**src/hdl/assm_pkg.sv**
```systemverilog
// Constants, register map and carrier types of the audio serial master.
// Assumes a 32-bit AXI4-Lite register bus and one 100 MHz system clock.
package assm_pkg;

  // Bus geometry
  localparam int ADDR_W = 6;
  localparam int DATA_W = 32;

  // Register byte offsets
  localparam logic [ADDR_W-1:0] OFS_FMT_PAR = 6'h00;  // format_parity_check_ctrl
  localparam logic [ADDR_W-1:0] OFS_SUSPEND = 6'h04;  // master_suspend_ctrl
  localparam logic [ADDR_W-1:0] OFS_RATE = 6'h08;  // rate_swap_ctrl
  localparam logic [ADDR_W-1:0] OFS_WORD_MODE = 6'h0c;  // word_format_mode
  localparam logic [ADDR_W-1:0] OFS_CLK = 6'h10;  // audio_clock_ctrl
  localparam logic [ADDR_W-1:0] OFS_PIN_DIR = 6'h14;  // pin_direction_ctrl
  localparam logic [ADDR_W-1:0] OFS_XFER_CTRL = 6'h18;  // transfer_control
  localparam logic [ADDR_W-1:0] OFS_XFER_COUNT = 6'h1c;  // byte count
  localparam logic [ADDR_W-1:0] OFS_STATUS = 6'h20;  // status

  // Field positions
  localparam int F_MASTER_CLK_DIVIDER = 5;  // master_clk_divider, 2 bits
  localparam int F_LR_FORMAT_CHECK_EN = 4;  // lr_format_check_en
  localparam int F_PARITY_CHECK_EN = 3;  // parity_check_en
  localparam int F_MASTER_CLK_SOURCE_SEL = 6;  // master_clk_source_sel
  localparam int F_MSTEN = 5;  // master_mode_en
  localparam int F_SOFTSUS = 4;  // soft_suspend_en
  localparam int F_PINSUS = 3;  // pin_suspend_en
  localparam int F_SUSPOL = 2;  // suspend_polarity
  localparam int F_SUSSEL = 0;  // suspend_pin_sel, 2 bits
  localparam int F_SWAP = 4;  // word_half_swap
  localparam int F_RATE = 0;  // bit_rate_select, 2 bits
  localparam int F_WLEN = 6;  // word_length_sel, 2 bits
  localparam int F_JUST = 5;  // justify_sel
  localparam int F_BIT_CLK_RATIO_SEL = 0;  // bit_clk_ratio_sel
  localparam int F_LRDR = 2;  // lr_clk_out_en
  localparam int F_BIT_CLK_OUT_EN = 1;  // bit_clk_out_en
  localparam int F_SER_DATA_OUT_EN = 0;  // ser_data_out_en
  localparam int F_CLKON = 6;  // clk_gen_en
  localparam int F_RUN = 5;  // run_flag
  localparam int F_AUTOSTOP = 4;  // auto_stop_en
  localparam int F_DIR = 3;  // xfer_direction
  localparam int F_MSBF = 2;  // bit_order_sel
  localparam int F_ENDF = 1;  // end_flag
  localparam int F_ENDIE = 0;  // end_irq_en
  localparam int F_FMTERR = 0;  // status: format error
  localparam int F_BUSY = 1;  // status: word in flight

  // Reset values and encodings
  localparam logic [7:0] REG_RST = 8'h00;
  localparam logic [1:0] WLEN_16 = 2'h0;
  localparam logic [1:0] WLEN_24 = 2'h3;
  localparam logic [5:0] BITS_16 = 6'h10;
  localparam logic [5:0] BITS_24 = 6'h18;
  localparam logic [5:0] HALF_48FS = 6'h18;  // bit slots per channel at 48 fs
  localparam logic [5:0] HALF_64FS = 6'h20;  // bit slots per channel at 64 fs
  localparam int CNT_W = 13;  // transfer count up to 8191
  localparam logic [1:0] RESP_OKAY = 2'h0;
  localparam logic [1:0] RESP_SLVERR = 2'h2;

  // AXI4-Lite request from master
  typedef struct packed {
    logic awvalid;
    logic [ADDR_W-1:0] awaddr;
    logic wvalid;
    logic [DATA_W-1:0] wdata;
    logic [3:0] wstrb;
    logic bready;
    logic arvalid;
    logic [ADDR_W-1:0] araddr;
    logic rready;
  } assm_axil_req_s;

  // AXI4-Lite answer to master
  typedef struct packed {
    logic awready;
    logic wready;
    logic bvalid;
    logic [1:0] bresp;
    logic arready;
    logic rvalid;
    logic [DATA_W-1:0] rdata;
    logic [1:0] rresp;
  } assm_axil_rsp_s;

  // Serial pins, each with its output enable
  typedef struct packed {
    logic bclk;
    logic bclk_oe;
    logic sdat;
    logic sdat_oe;
    logic lr_clock;
    logic lr_clock_oe;
  } assm_pins_s;

endpackage : assm_pkg

```
**src/hdl/assm_top.sv**
```systemverilog
// Master-mode transmit path of the audio serial port used as a synchronous serial master.
// Assumes bytes arrive from a same-clock RAM reader and suspend pins are asynchronous.
// What this block does
// - master needs system clock source and master enable
// - bit clock is sysclk over 2, 4 or 8 with divider setting 00
// - word length 00 is 16 bits, 11 is 24
// - divider setting 00 passes master clock undivided
// - format check enable turns LR checking on
// - selected port pin pauses transmission when enabled
// - polarity bit 0 requests high, 1 requests low
// - swap bit exchanges high and low word bytes
// - works whether or not LR clock is driven
// - auto-stop clears run flag at transfer end
// - last byte fetched: set end, clear run with auto-stop, interrupt if enabled
// - serial data finishes within three channel halves of the last byte
// - end interrupt enable gates end flag to interrupt
// - clock enable starts LR and bit clock generation
// - direction 0 moves RAM bytes to transmit buffer
`timescale 1ns/1ps
`default_nettype none
module assm_top
  import assm_pkg::*;
(
  // Clock, reset, enable
  input wire logic i_ref_clk,
  input wire logic i_srst,
  input wire logic i_ce,
  // Register bus
  input wire assm_pkg::assm_axil_req_s i_axil,
  output var assm_pkg::assm_axil_rsp_s o_axil,
  // Byte source from RAM
  input wire logic [7:0] i_byte_data,
  input wire logic i_byte_valid,
  output logic o_byte_ready,
  // Suspend request pins, asynchronous
  input wire logic [3:0] i_suspend_pins,
  // Serial pins and interrupt
  output var assm_pkg::assm_pins_s o_pins,
  output logic o_irq
);
  import assm_pkg::*;

  // Software registers
  logic [7:0] fmt_par_r, suspend_r, rate_r, wmode_r, clk_r, pindir_r, xctrl_r;
  logic [CNT_W-1:0] count_r;  // programmed byte count
  logic fmt_err_r;  // sticky LR format error
  assm_axil_rsp_s rsp_r;  // registered bus answer
  // Datapath state
  logic [3:0] pin_s1_r, pin_s2_r;  // two-flop suspend pin synchroniser, only stage two is read
  logic [4:0] div_cnt_r;  // bit clock half-period counter
  logic bclk_r, lr_clock_r, sdat_r, pause_r;
  logic [5:0] slot_r;  // bit slot within channel half
  logic [23:0] asm_r, buf_r, word_r;  // assembly, transmit buffer, shifting word
  logic [1:0] asm_n_r;  // bytes held in assembly
  logic buf_full_r, wvalid_r, wpar_r;
  logic rdy_r, irq_r;
  logic [CNT_W-1:0] byte_cnt_r;
  logic [1:0] halves_r;  // channel halves since end flag rose
  assm_pins_s pins_r;

  // Decoded controls
  logic master_on, fetch_ok, take, last_byte, tick, wrap, req_pin, susp_block;
  logic is24, par_on, wr_en, rd_en, start_pulse;
  logic [1:0] bpw, rsh;
  logic [2:0] shamt;
  logic [4:0] lim;
  logic [5:0] wlen, half, nb, start, nslot, idx;
  logic [23:0] wsrc;
  logic wok, nbit;

  // Mode and clock decode; inputs of other modes are never read
  always_comb
  begin
    master_on = suspend_r[F_MSTEN] & suspend_r[F_MASTER_CLK_SOURCE_SEL] & xctrl_r[F_CLKON];
    fetch_ok = master_on & xctrl_r[F_RUN] & ~xctrl_r[F_DIR];
    is24 = (wmode_r[F_WLEN +: 2] == WLEN_24);
    bpw = is24 ? 2'h3 : 2'h2;
    wlen = is24 ? BITS_24 : BITS_16;
    // Parity is only meaningful on 16-bit words
    par_on = fmt_par_r[F_PARITY_CHECK_EN] & ~is24;
    nb = wlen + {5'h00, par_on};
    half = clk_r[F_BIT_CLK_RATIO_SEL] ? HALF_64FS : HALF_48FS;
    start = wmode_r[F_JUST] ? (half - nb) : 6'h00;
    rsh = rate_r[F_RATE + 1] ? 2'h2 : {1'b0, rate_r[F_RATE]};
    shamt = {1'b0, rsh} + {1'b0, fmt_par_r[F_MASTER_CLK_DIVIDER +: 2]};
    lim = 5'((6'h01 << shamt) - 6'h01);
    tick = master_on & ~pause_r & (div_cnt_r == lim);
    wrap = tick & bclk_r & (slot_r == half - 6'h01);
    nslot = wrap ? 6'h00 : slot_r + 6'h01;
    wsrc = wrap ? buf_r : word_r;
    wok = wrap ? buf_full_r : wvalid_r;
    idx = nslot - start;
    take = rdy_r & i_byte_valid;
    last_byte = take & (byte_cnt_r + 13'h0001 == count_r);
    req_pin = pin_s2_r[suspend_r[F_SUSSEL +: 2]] ^ suspend_r[F_SUSPOL];
    susp_block = suspend_r[F_PINSUS] & ~req_pin;
  end

  // Serial bit of the current word for a slot index
  function automatic logic bit_of(input logic [23:0] w, input logic [5:0] i, input logic [5:0] wl,
                                  input logic msb);
    logic [5:0] k;
    k = msb ? (wl - 6'h01 - i) : i;
    return (i == wl) ? ^w[15:0] : w[k[4:0]];
  endfunction : bit_of

  always_comb
  begin
    nbit = 1'b0;
    if (wok && nslot >= start && idx < nb)
    begin
      nbit = bit_of(wsrc, idx, wlen, xctrl_r[F_MSBF]);
    end
  end

  // Bus handshake: write needs address and data both present
  assign wr_en = rsp_r.awready & i_axil.awvalid & i_axil.wvalid;
  assign rd_en = rsp_r.arready & i_axil.arvalid;
  assign start_pulse = wr_en & (i_axil.awaddr == OFS_XFER_CTRL) & i_axil.wstrb[0]
                       & i_axil.wdata[F_RUN] & ~xctrl_r[F_RUN];

  // AXI4-Lite ready, response and read data
  always_ff @(posedge i_ref_clk)
  begin
    if (i_srst)
    begin
      rsp_r <= '0;
    end
    else if (i_ce)
    begin
      rsp_r.awready <= ~rsp_r.awready & ~rsp_r.bvalid & i_axil.awvalid & i_axil.wvalid;
      rsp_r.wready <= ~rsp_r.awready & ~rsp_r.bvalid & i_axil.awvalid & i_axil.wvalid;
      rsp_r.arready <= ~rsp_r.arready & ~rsp_r.rvalid & i_axil.arvalid;
      if (wr_en)
      begin
        rsp_r.bvalid <= 1'b1;
        rsp_r.bresp <= (i_axil.awaddr > OFS_STATUS || i_axil.awaddr[1:0] != 2'h0) ? RESP_SLVERR : RESP_OKAY;
      end
      else if (i_axil.bready)
      begin
        rsp_r.bvalid <= 1'b0;
      end
      if (rd_en)
      begin
        rsp_r.rvalid <= 1'b1;
        rsp_r.rresp <= RESP_OKAY;
        unique case (i_axil.araddr)
          OFS_FMT_PAR: rsp_r.rdata <= {24'h000000, fmt_par_r};
          OFS_SUSPEND: rsp_r.rdata <= {24'h000000, suspend_r};
          OFS_RATE: rsp_r.rdata <= {24'h000000, rate_r};
          OFS_WORD_MODE: rsp_r.rdata <= {24'h000000, wmode_r};
          OFS_CLK: rsp_r.rdata <= {24'h000000, clk_r};
          OFS_PIN_DIR: rsp_r.rdata <= {24'h000000, pindir_r};
          OFS_XFER_CTRL: rsp_r.rdata <= {24'h000000, xctrl_r};
          OFS_XFER_COUNT: rsp_r.rdata <= {19'h00000, count_r};
          OFS_STATUS: rsp_r.rdata <= {30'h00000000, buf_full_r | wvalid_r, fmt_err_r};
          default:
          begin
            // Unmapped addresses read zero with an error
            rsp_r.rdata <= 32'h00000000;
            rsp_r.rresp <= RESP_SLVERR;
          end
        endcase
      end
      else if (i_axil.rready)
      begin
        rsp_r.rvalid <= 1'b0;
      end
    end
  end

  // Plain configuration registers
  always_ff @(posedge i_ref_clk)
  begin
    if (i_srst)
    begin
      fmt_par_r <= REG_RST;
      suspend_r <= REG_RST;
      rate_r <= REG_RST;
      wmode_r <= REG_RST;
      clk_r <= REG_RST;
      pindir_r <= REG_RST;
      count_r <= '0;
    end
    else if (i_ce && wr_en)
    begin
      if (i_axil.wstrb[0])
      begin
        unique case (i_axil.awaddr)
          OFS_FMT_PAR: fmt_par_r <= i_axil.wdata[7:0];
          OFS_SUSPEND: suspend_r <= i_axil.wdata[7:0];
          OFS_RATE: rate_r <= i_axil.wdata[7:0];
          OFS_WORD_MODE: wmode_r <= i_axil.wdata[7:0];
          OFS_CLK: clk_r <= i_axil.wdata[7:0];
          OFS_PIN_DIR: pindir_r <= i_axil.wdata[7:0];
          OFS_XFER_COUNT: count_r[7:0] <= i_axil.wdata[7:0];
          default:
          begin
            // Other offsets have their own owners
          end
        endcase
      end
      if (i_axil.wstrb[1] && i_axil.awaddr == OFS_XFER_COUNT)
      begin
        count_r[CNT_W-1:8] <= i_axil.wdata[CNT_W-1:8];
      end
    end
  end

  // Transfer control: end flag is set by hardware and written 0 to clear; set wins
  always_ff @(posedge i_ref_clk)
  begin
    if (i_srst)
    begin
      xctrl_r <= REG_RST;
    end
    else if (i_ce)
    begin
      if (wr_en && i_axil.wstrb[0] && i_axil.awaddr == OFS_XFER_CTRL)
      begin
        xctrl_r <= {i_axil.wdata[7:2], xctrl_r[F_ENDF] & i_axil.wdata[F_ENDF], i_axil.wdata[F_ENDIE]};
      end
      if (last_byte)
      begin
        xctrl_r[F_ENDF] <= 1'b1;
        if (xctrl_r[F_AUTOSTOP] && !start_pulse)
        begin
          xctrl_r[F_RUN] <= 1'b0;
        end
      end
    end
  end

  // Status: format error when a transfer ends on an unpaired channel word; write 1 clears
  always_ff @(posedge i_ref_clk)
  begin
    if (i_srst)
    begin
      fmt_err_r <= 1'b0;
    end
    else if (i_ce)
    begin
      if (last_byte && fmt_par_r[F_LR_FORMAT_CHECK_EN] && !wpar_r)
      begin
        fmt_err_r <= 1'b1;
      end
      else if (wr_en && i_axil.awaddr == OFS_STATUS && i_axil.wstrb[0] && i_axil.wdata[F_FMTERR])
      begin
        fmt_err_r <= 1'b0;
      end
    end
  end

  // Suspend pins cross into the clock domain through two flops
  always_ff @(posedge i_ref_clk)
  begin
    if (i_srst)
    begin
      pin_s1_r <= 4'h0;
      pin_s2_r <= 4'h0;
    end
    else if (i_ce)
    begin
      pin_s1_r <= i_suspend_pins;
      pin_s2_r <= pin_s1_r;
    end
  end

  // Byte fetch from RAM; ready drops for a cycle after each byte so counts settle
  always_ff @(posedge i_ref_clk)
  begin
    if (i_srst)
    begin
      rdy_r <= 1'b0;
      byte_cnt_r <= '0;
      asm_r <= 24'h000000;
      asm_n_r <= 2'h0;
      wpar_r <= 1'b0;
    end
    else if (i_ce)
    begin
      rdy_r <= fetch_ok & ~take & ~last_byte & (asm_n_r < bpw) & (byte_cnt_r < count_r);
      if (start_pulse || !master_on)
      begin
        // Clock enable low reinitialises the datapath
        byte_cnt_r <= '0;
        asm_n_r <= 2'h0;
        wpar_r <= 1'b0;
      end
      else if (take)
      begin
        byte_cnt_r <= byte_cnt_r + 13'h0001;
        asm_r[8 * asm_n_r +: 8] <= i_byte_data;
        asm_n_r <= asm_n_r + 2'h1;
      end
      else if (asm_n_r == bpw && !buf_full_r)
      begin
        asm_n_r <= 2'h0;
        wpar_r <= ~wpar_r;
      end
    end
  end

  // Transmit buffer: filled from assembly, emptied at each channel boundary
  always_ff @(posedge i_ref_clk)
  begin
    if (i_srst)
    begin
      buf_r <= 24'h000000;
      buf_full_r <= 1'b0;
    end
    else if (i_ce)
    begin
      if (!master_on)
      begin
        buf_full_r <= 1'b0;
      end
      else if (wrap)
      begin
        buf_full_r <= 1'b0;
      end
      else if (!take && asm_n_r == bpw && !buf_full_r)
      begin
        buf_full_r <= 1'b1;
        if (rate_r[F_SWAP])
        begin
          buf_r <= is24 ? {asm_r[7:0], asm_r[15:8], asm_r[23:16]} : {8'h00, asm_r[7:0], asm_r[15:8]};
        end
        else
        begin
          buf_r <= is24 ? asm_r : {8'h00, asm_r[15:0]};
        end
      end
    end
  end

  // Bit clock divider, slot counter, LR clock and serial data
  always_ff @(posedge i_ref_clk)
  begin
    if (i_srst)
    begin
      div_cnt_r <= 5'h00;
      bclk_r <= 1'b0;
      lr_clock_r <= 1'b0;
      sdat_r <= 1'b0;
      slot_r <= 6'h00;
      word_r <= 24'h000000;
      wvalid_r <= 1'b0;
      pause_r <= 1'b0;
    end
    else if (i_ce)
    begin
      if (!master_on)
      begin
        // Idle with clocks low until generation is enabled
        div_cnt_r <= 5'h00;
        bclk_r <= 1'b0;
        lr_clock_r <= 1'b0;
        sdat_r <= 1'b0;
        slot_r <= 6'h00;
        wvalid_r <= 1'b0;
        pause_r <= 1'b0;
      end
      else if (pause_r)
      begin
        // Resume once the far end requests data again
        pause_r <= susp_block;
      end
      else if (tick)
      begin
        div_cnt_r <= 5'h00;
        bclk_r <= ~bclk_r;
        if (bclk_r)
        begin
          // Data changes on the falling edge, read on the rising edge
          slot_r <= nslot;
          sdat_r <= nbit;
          if (wrap)
          begin
            lr_clock_r <= ~lr_clock_r;
            word_r <= buf_r;
            wvalid_r <= buf_full_r;
            pause_r <= susp_block;
          end
        end
      end
      else
      begin
        div_cnt_r <= div_cnt_r + 5'h01;
      end
    end
  end

  // Pins and interrupt straight from flops; the LR pin is optional
  always_ff @(posedge i_ref_clk)
  begin
    if (i_srst)
    begin
      pins_r <= '0;
      irq_r <= 1'b0;
    end
    else if (i_ce)
    begin
      pins_r.bclk <= bclk_r;
      pins_r.sdat <= sdat_r;
      pins_r.lr_clock <= lr_clock_r;
      pins_r.bclk_oe <= suspend_r[F_MSTEN] & pindir_r[F_BIT_CLK_OUT_EN];
      pins_r.sdat_oe <= suspend_r[F_MSTEN] & pindir_r[F_SER_DATA_OUT_EN];
      pins_r.lr_clock_oe <= suspend_r[F_MSTEN] & pindir_r[F_LRDR];
      irq_r <= xctrl_r[F_ENDF] & xctrl_r[F_ENDIE];
    end
  end

  // Channel halves since the end flag rose, for the drain bound
  always_ff @(posedge i_ref_clk)
  begin
    if (i_srst)
    begin
      halves_r <= 2'h0;
    end
    else if (i_ce)
    begin
      if (last_byte)
      begin
        halves_r <= 2'h0;
      end
      else if (wrap && halves_r != 2'h3)
      begin
        halves_r <= halves_r + 2'h1;
      end
    end
  end

  assign o_axil = rsp_r;
  assign o_pins = pins_r;
  assign o_byte_ready = rdy_r;
  assign o_irq = irq_r;
endmodule : assm_top
`default_nettype wire

```
**config.mk**
```make
export PLATFORM = sky130hd
export DESIGN_NAME = assm_top
export DESIGN_NICKNAME = d
export VERILOG_FILES = /design/src/hdl/assm_pkg.sv /design/src/hdl/assm_top.sv
export SDC_FILE = /design/constraint.sdc
export NUM_CORES = 1
export LEC_CHECK = 0
export BUFFER_PORTS_ARGS = -buffer_cell sky130_fd_sc_hd__buf_2
export CORE_MARGIN = 8
export CORE_UTILIZATION = 54
export DETAILED_ROUTE_END_ITERATION = 7
export PLACE_DENSITY_LB_ADDON = 0.2
export SLEW_MARGIN = 20
export SYNTH_ARGS = -nofsm -noshare
export SYNTH_HDL_FRONTEND = slang
export SYNTH_SLANG_ARGS = --single-unit
```
**constraint.sdc**
```tcl
create_clock -name i_ref_clk -period 6 [get_ports i_ref_clk]
set_clock_uncertainty 0.05 [all_clocks]
set_input_delay 0.3 -clock i_ref_clk [delete_from_list [all_inputs] [get_ports i_ref_clk]]
set_output_delay 0.3 -clock i_ref_clk [all_outputs]
set_load 0.01 [all_outputs]
```
==> parameters.txt <==
Parameter                              Value

STA
  Total negative slack    0 ps
  Share of the clock period used by the worst path after layout    0.946
  Min Clock Period, post-route    roughly 5700 ps
  Fmax    0.176 GHz
  Worst-case headroom to the max-slew limit    0.205
  Hold slack    between 10 and 15 ps
  Final setup violation count    0
  Fin. Hold Viols    0
  Unrepaired setup endpoints after global routing    false
  Total count of max-transition violations in the final report    0
  Worst Max-Slew Pin Slew    ~1200 ps

GRT
  Maximum number of pins on one net before global-route repair    approximately 110
  Initial antenna violation count    1
  Wire length of the first global-routing pass    just under 50000 um
  Gr ovfl total    0
  Vias in the first global route    roughly 9500
  All-Layer GR Usage    0.225

Power and ir drop
  Peak supply drop    approximately 0.00022 V
  Power per standard cell area    between 200 and 250 mW/mm^2
  Leakage component of the power    0.00487 uW

CTS
  Max Buffers Root-to-Sink    3
  Root buffer cell    sky130_fd_sc_hd__clkbuf_16
  Number of H-tree branching levels    1
  TritonCTS buffer count    24
  Clk pin slew, worst setup/hold paths    roughly 60 ps
  Clock Sink Count    210
  Worst-skew pair later-pin latency    between 500 and 600 ps
  Clock tree from TritonCTS    yes
  # Post-CTS Setup Buffers    0

Placement
  Post-DP HPWL    between 20000 and 25000 um
  Final RePlAce weighted congestion    roughly 0.86
  Number of port buffers    75

Die
  Total I/O pin count    about 120
  Width of the die    160 um
  Core region area    slightly above 0.02 mm^2
  FP Rows    52
  Total die area    0.0257 mm^2
  Effective utilization at floorplan    0.553
  Height of the die    approximately 160 um

Setup path
  Crit path capture type    flip-flop
  FF-to-FF Start    rate_r[1]
  R2r worst-path depth    22
  Critical path startpoint    rate_r[1]
  CP Max Fanout    7
  Type of the worst setup path    reg -> reg
  End of the worst register-to-register path    sdat_r
  Worst R2R Setup Slack    roughly 320 ps
  Worst Path Required    about 6400 ps
  Endpoint arrival time on the critical path    6070 ps
  Crit path to    sdat_r
  Startpoint kind of the worst setup timing path    flip-flop

Final layout
  Number of diodes    0
  Area overhead of the layout relative to synthesis    12.3%
  Share of cells above drive strength 1    0.112
  FILL cells    1797
  Nets    1513

Synthesis
  Count of different cell masters after synthesis    76
  Share of the yosys chip area belonging to registers    0.374
  Area of the mapped netlist    roughly 0.011 mm^2
  Top area cells in the synthesized netlist    sky130_fd_sc_hd__dfxtp_1 37%, sky130_fd_sc_hd__mux2i_1 9.6%, sky130_fd_sc_hd__nor2_1 6.3%, sky130_fd_sc_hd__a21oi_1 5.2%, sky130_fd_sc_hd__nand2_1 5.2%
  Synth Warn #    0
  Number of enable-type register cells in the synthesized netlist    0
  Cells after Synth    around 1400
  Ys async rst share    0
  Share of the synthesized area in the top cell type    0.374
  Most common flop cell mapped by yosys    sky130_fd_sc_hd__dfxtp_1
  Synth area leader    sky130_fd_sc_hd__dfxtp_1
  Seq cells post-synth    between 200 and 250
  Mean cell area of the mapped netlist    around 8.3 um^2

Outcome
  Status    complete, no violations

Hold path
  Hold crit path type    in -> reg

Drt
  Antenna violation net count after detailed routing    0
  Detailed-route wire length per cell    between 15 and 20 um
  Vias after detailed routing    slightly below 10000
  Total Routed Length    between 20000 and 30000 um
  Number of search-and-repair iterations in the first detailed-routing pass    5
  Detailed router's first-iteration violation count    roughly 780
  Number of design rule violations left after detail routing    0
  Via density per instance    just under 6

Job
  Max-cap violations    0
==> repair_timing <==
| action | CTS | global route |
|---|---|---|
| endpoints found under the setup margin | 0 | 1 |
| hold buffers | 12 | 0 |
| endpoints found under the hold margin | 14 | 0 |
| gates resized for setup | 0 | 4 |
==> power breakdown <==
group / internal (uW) / switching, uW / leakage, uW
clock: 882 / 577 / 0.000391
combinational: 30.1 / 71.7 / 0.00279
sequential: 1400 / 3.57 / 0.00169
==> registers in the layout, summed over array words and instances, names as in the netlist, 2 cells and up <==
signal and cells:
asm_r 24, buf_r 24, word_r 24, o_axil 19, byte_cnt_r 13, count_r 13
clk_r 8, fmt_par_r 8, pindir_r 8, rate_r 8, suspend_r 8, wmode_r 8
xctrl_r 8, o_pins 6, slot_r 6, div_cnt_r 5, pin_s1_r 4, pin_s2_r 4
asm_n_r 2
==> logic make-up (layout without fill, tap and decap cells) <==
| kind of cell | Yosys count | in the layout | share of synthesized area |
|---|---|---|---|
| flops | 210 | 210 | 0.374 |
| compound gates | 269 | 269 | 0.152 |
| other cells | 1 | 21 | 0.000334 |
| simple gates | 532 | 532 | 0.219 |
| fa+ha+maj | 35 | 35 | 0.0410 |
| mux | 115 | 115 | 0.105 |
| buf+inv | 126 | 172 | 0.0512 |
| xor+xnor | 71 | 71 | 0.0570 |
==> routing by layer <==
| layer | global-route usage | vias to the layer above | part of all wire |
|---|---|---|---|
| met1 | 0.299 | 4666 | 0.45 |
| met2 | 0.370 | 320 | 0.46 |
| met4 | 0.0514 | 2 | 0.017 |
| met3 | 0.0465 | 43 | 0.070 |
| li1 | - | 4843 | - |
| met5 | 0 | - | 0.00043 |
==> cell type report <==
type                            count  area (um^2)  share of cell area
Clock buffer                       33          684              0.0542
Clock inverter                      9          109             0.00863
Inverter                           26         97.6             0.00773
Multi-Input combinational cell   1043         6560               0.520
Sequential cell                   210         4200               0.333
Tap cell                          270          338              0.0268
Timing Repair Buffer              104          629              0.0499
==> critical path, cell delays in order (launching register included) <==
cell	delay, ps
sky130_fd_sc_hd__dfxtp_1	420
sky130_fd_sc_hd__and2b_4	250
sky130_fd_sc_hd__and2_1	170
sky130_fd_sc_hd__fa_1	490
sky130_fd_sc_hd__nor2_2	220
sky130_fd_sc_hd__nand2_1	90
sky130_fd_sc_hd__ha_1	310
sky130_fd_sc_hd__xnor2_1	140
sky130_fd_sc_hd__nor4_2	290
sky130_fd_sc_hd__a21boi_1	250
sky130_fd_sc_hd__and4_1	240
sky130_fd_sc_hd__or2_2	120
sky130_fd_sc_hd__ha_1	150
sky130_fd_sc_hd__nor2b_1	60
sky130_fd_sc_hd__o21a_1	170
sky130_fd_sc_hd__or2_2	290
sky130_fd_sc_hd__xor2_1	250
sky130_fd_sc_hd__inv_1	110
sky130_fd_sc_hd__ha_1	360
sky130_fd_sc_hd__a21o_1	200
sky130_fd_sc_hd__a221o_1	350
sky130_fd_sc_hd__or4_1	480
sky130_fd_sc_hd__a32oi_1	160
==> placed cells by master, fill, tap and decap left out, types with 24 or more instances in the layout <==
cell type,count
sky130_fd_sc_hd__inv_1,25
sky130_fd_sc_hd__nand2_1,155
sky130_fd_sc_hd__clkbuf_16,24
sky130_fd_sc_hd__buf_2,74
sky130_fd_sc_hd__ha_1,32
sky130_fd_sc_hd__nor3_1,26
sky130_fd_sc_hd__nor2_1,189
sky130_fd_sc_hd__mux2i_1,108
sky130_fd_sc_hd__a21oi_1,117
sky130_fd_sc_hd__dfxtp_1,210
sky130_fd_sc_hd__o21ai_0,32
sky130_fd_sc_hd__nand3_1,46
sky130_fd_sc_hd__xnor2_1,46
==> worst min-delay path by stage <==
stage	slack, ps	startpoint	endpoint	depth (start not counted)
finish	10	i_axil[0]	o_axil[34]	4
CTS	0.4	i_byte_data[3]	asm_r[11]	3
global route	10	i_axil[52]	o_axil[39]	3
detailed placement	400	word_r[22]	word_r[22]	2
global placement	390	word_r[22]	word_r[22]	2
floorplan	380	word_r[17]	word_r[17]	2
==> metrics by stage <==
step            util  std cells  area (um^2)  total power, uW  setup slack [ps]
6_report       0.622       1695        12600             2960               323
5_1_grt        0.622       1695        12600             3050              3.34
4_1_cts        0.620       1695        12600             2980               222
3_5_place_dp   0.575       1641        11700             1530               263
3_3_place_gp   0.575       1641        11700             1530               438
2_1_floorplan      -       1379        11300             1500               422
==> cell usage after synthesis (all sizes together), types with 4 or more instances <==
| cell type | number |
|---|---|
| o211ai | 5 |
| ha | 32 |
| nor3 | 29 |
| nand4 | 17 |
| a22o | 6 |
| xor2 | 23 |
| nor2b | 9 |
| a22oi | 22 |
| a31oi | 4 |
| o21ai | 33 |
| o22ai | 13 |
| mux2 | 6 |
| nand2b | 6 |
| nand3b | 14 |
| or3 | 9 |
| xnor2 | 48 |
| a221oi | 8 |
| clkbuf | 62 |
| a211oi | 22 |
| a21o | 5 |
| and2 | 11 |
| nor4b | 4 |
| o21a | 5 |
| nor3b | 5 |
| a21oi | 117 |
| nor4 | 4 |
| buf | 38 |
| inv | 25 |
| nand3 | 47 |
| nor2 | 192 |
| dfxtp | 210 |
| mux2i | 108 |
| and4 | 5 |
| a222oi | 4 |
| nand2 | 155 |
| and3 | 12 |
No activity file was read; power rests on OpenSTA's default activity.
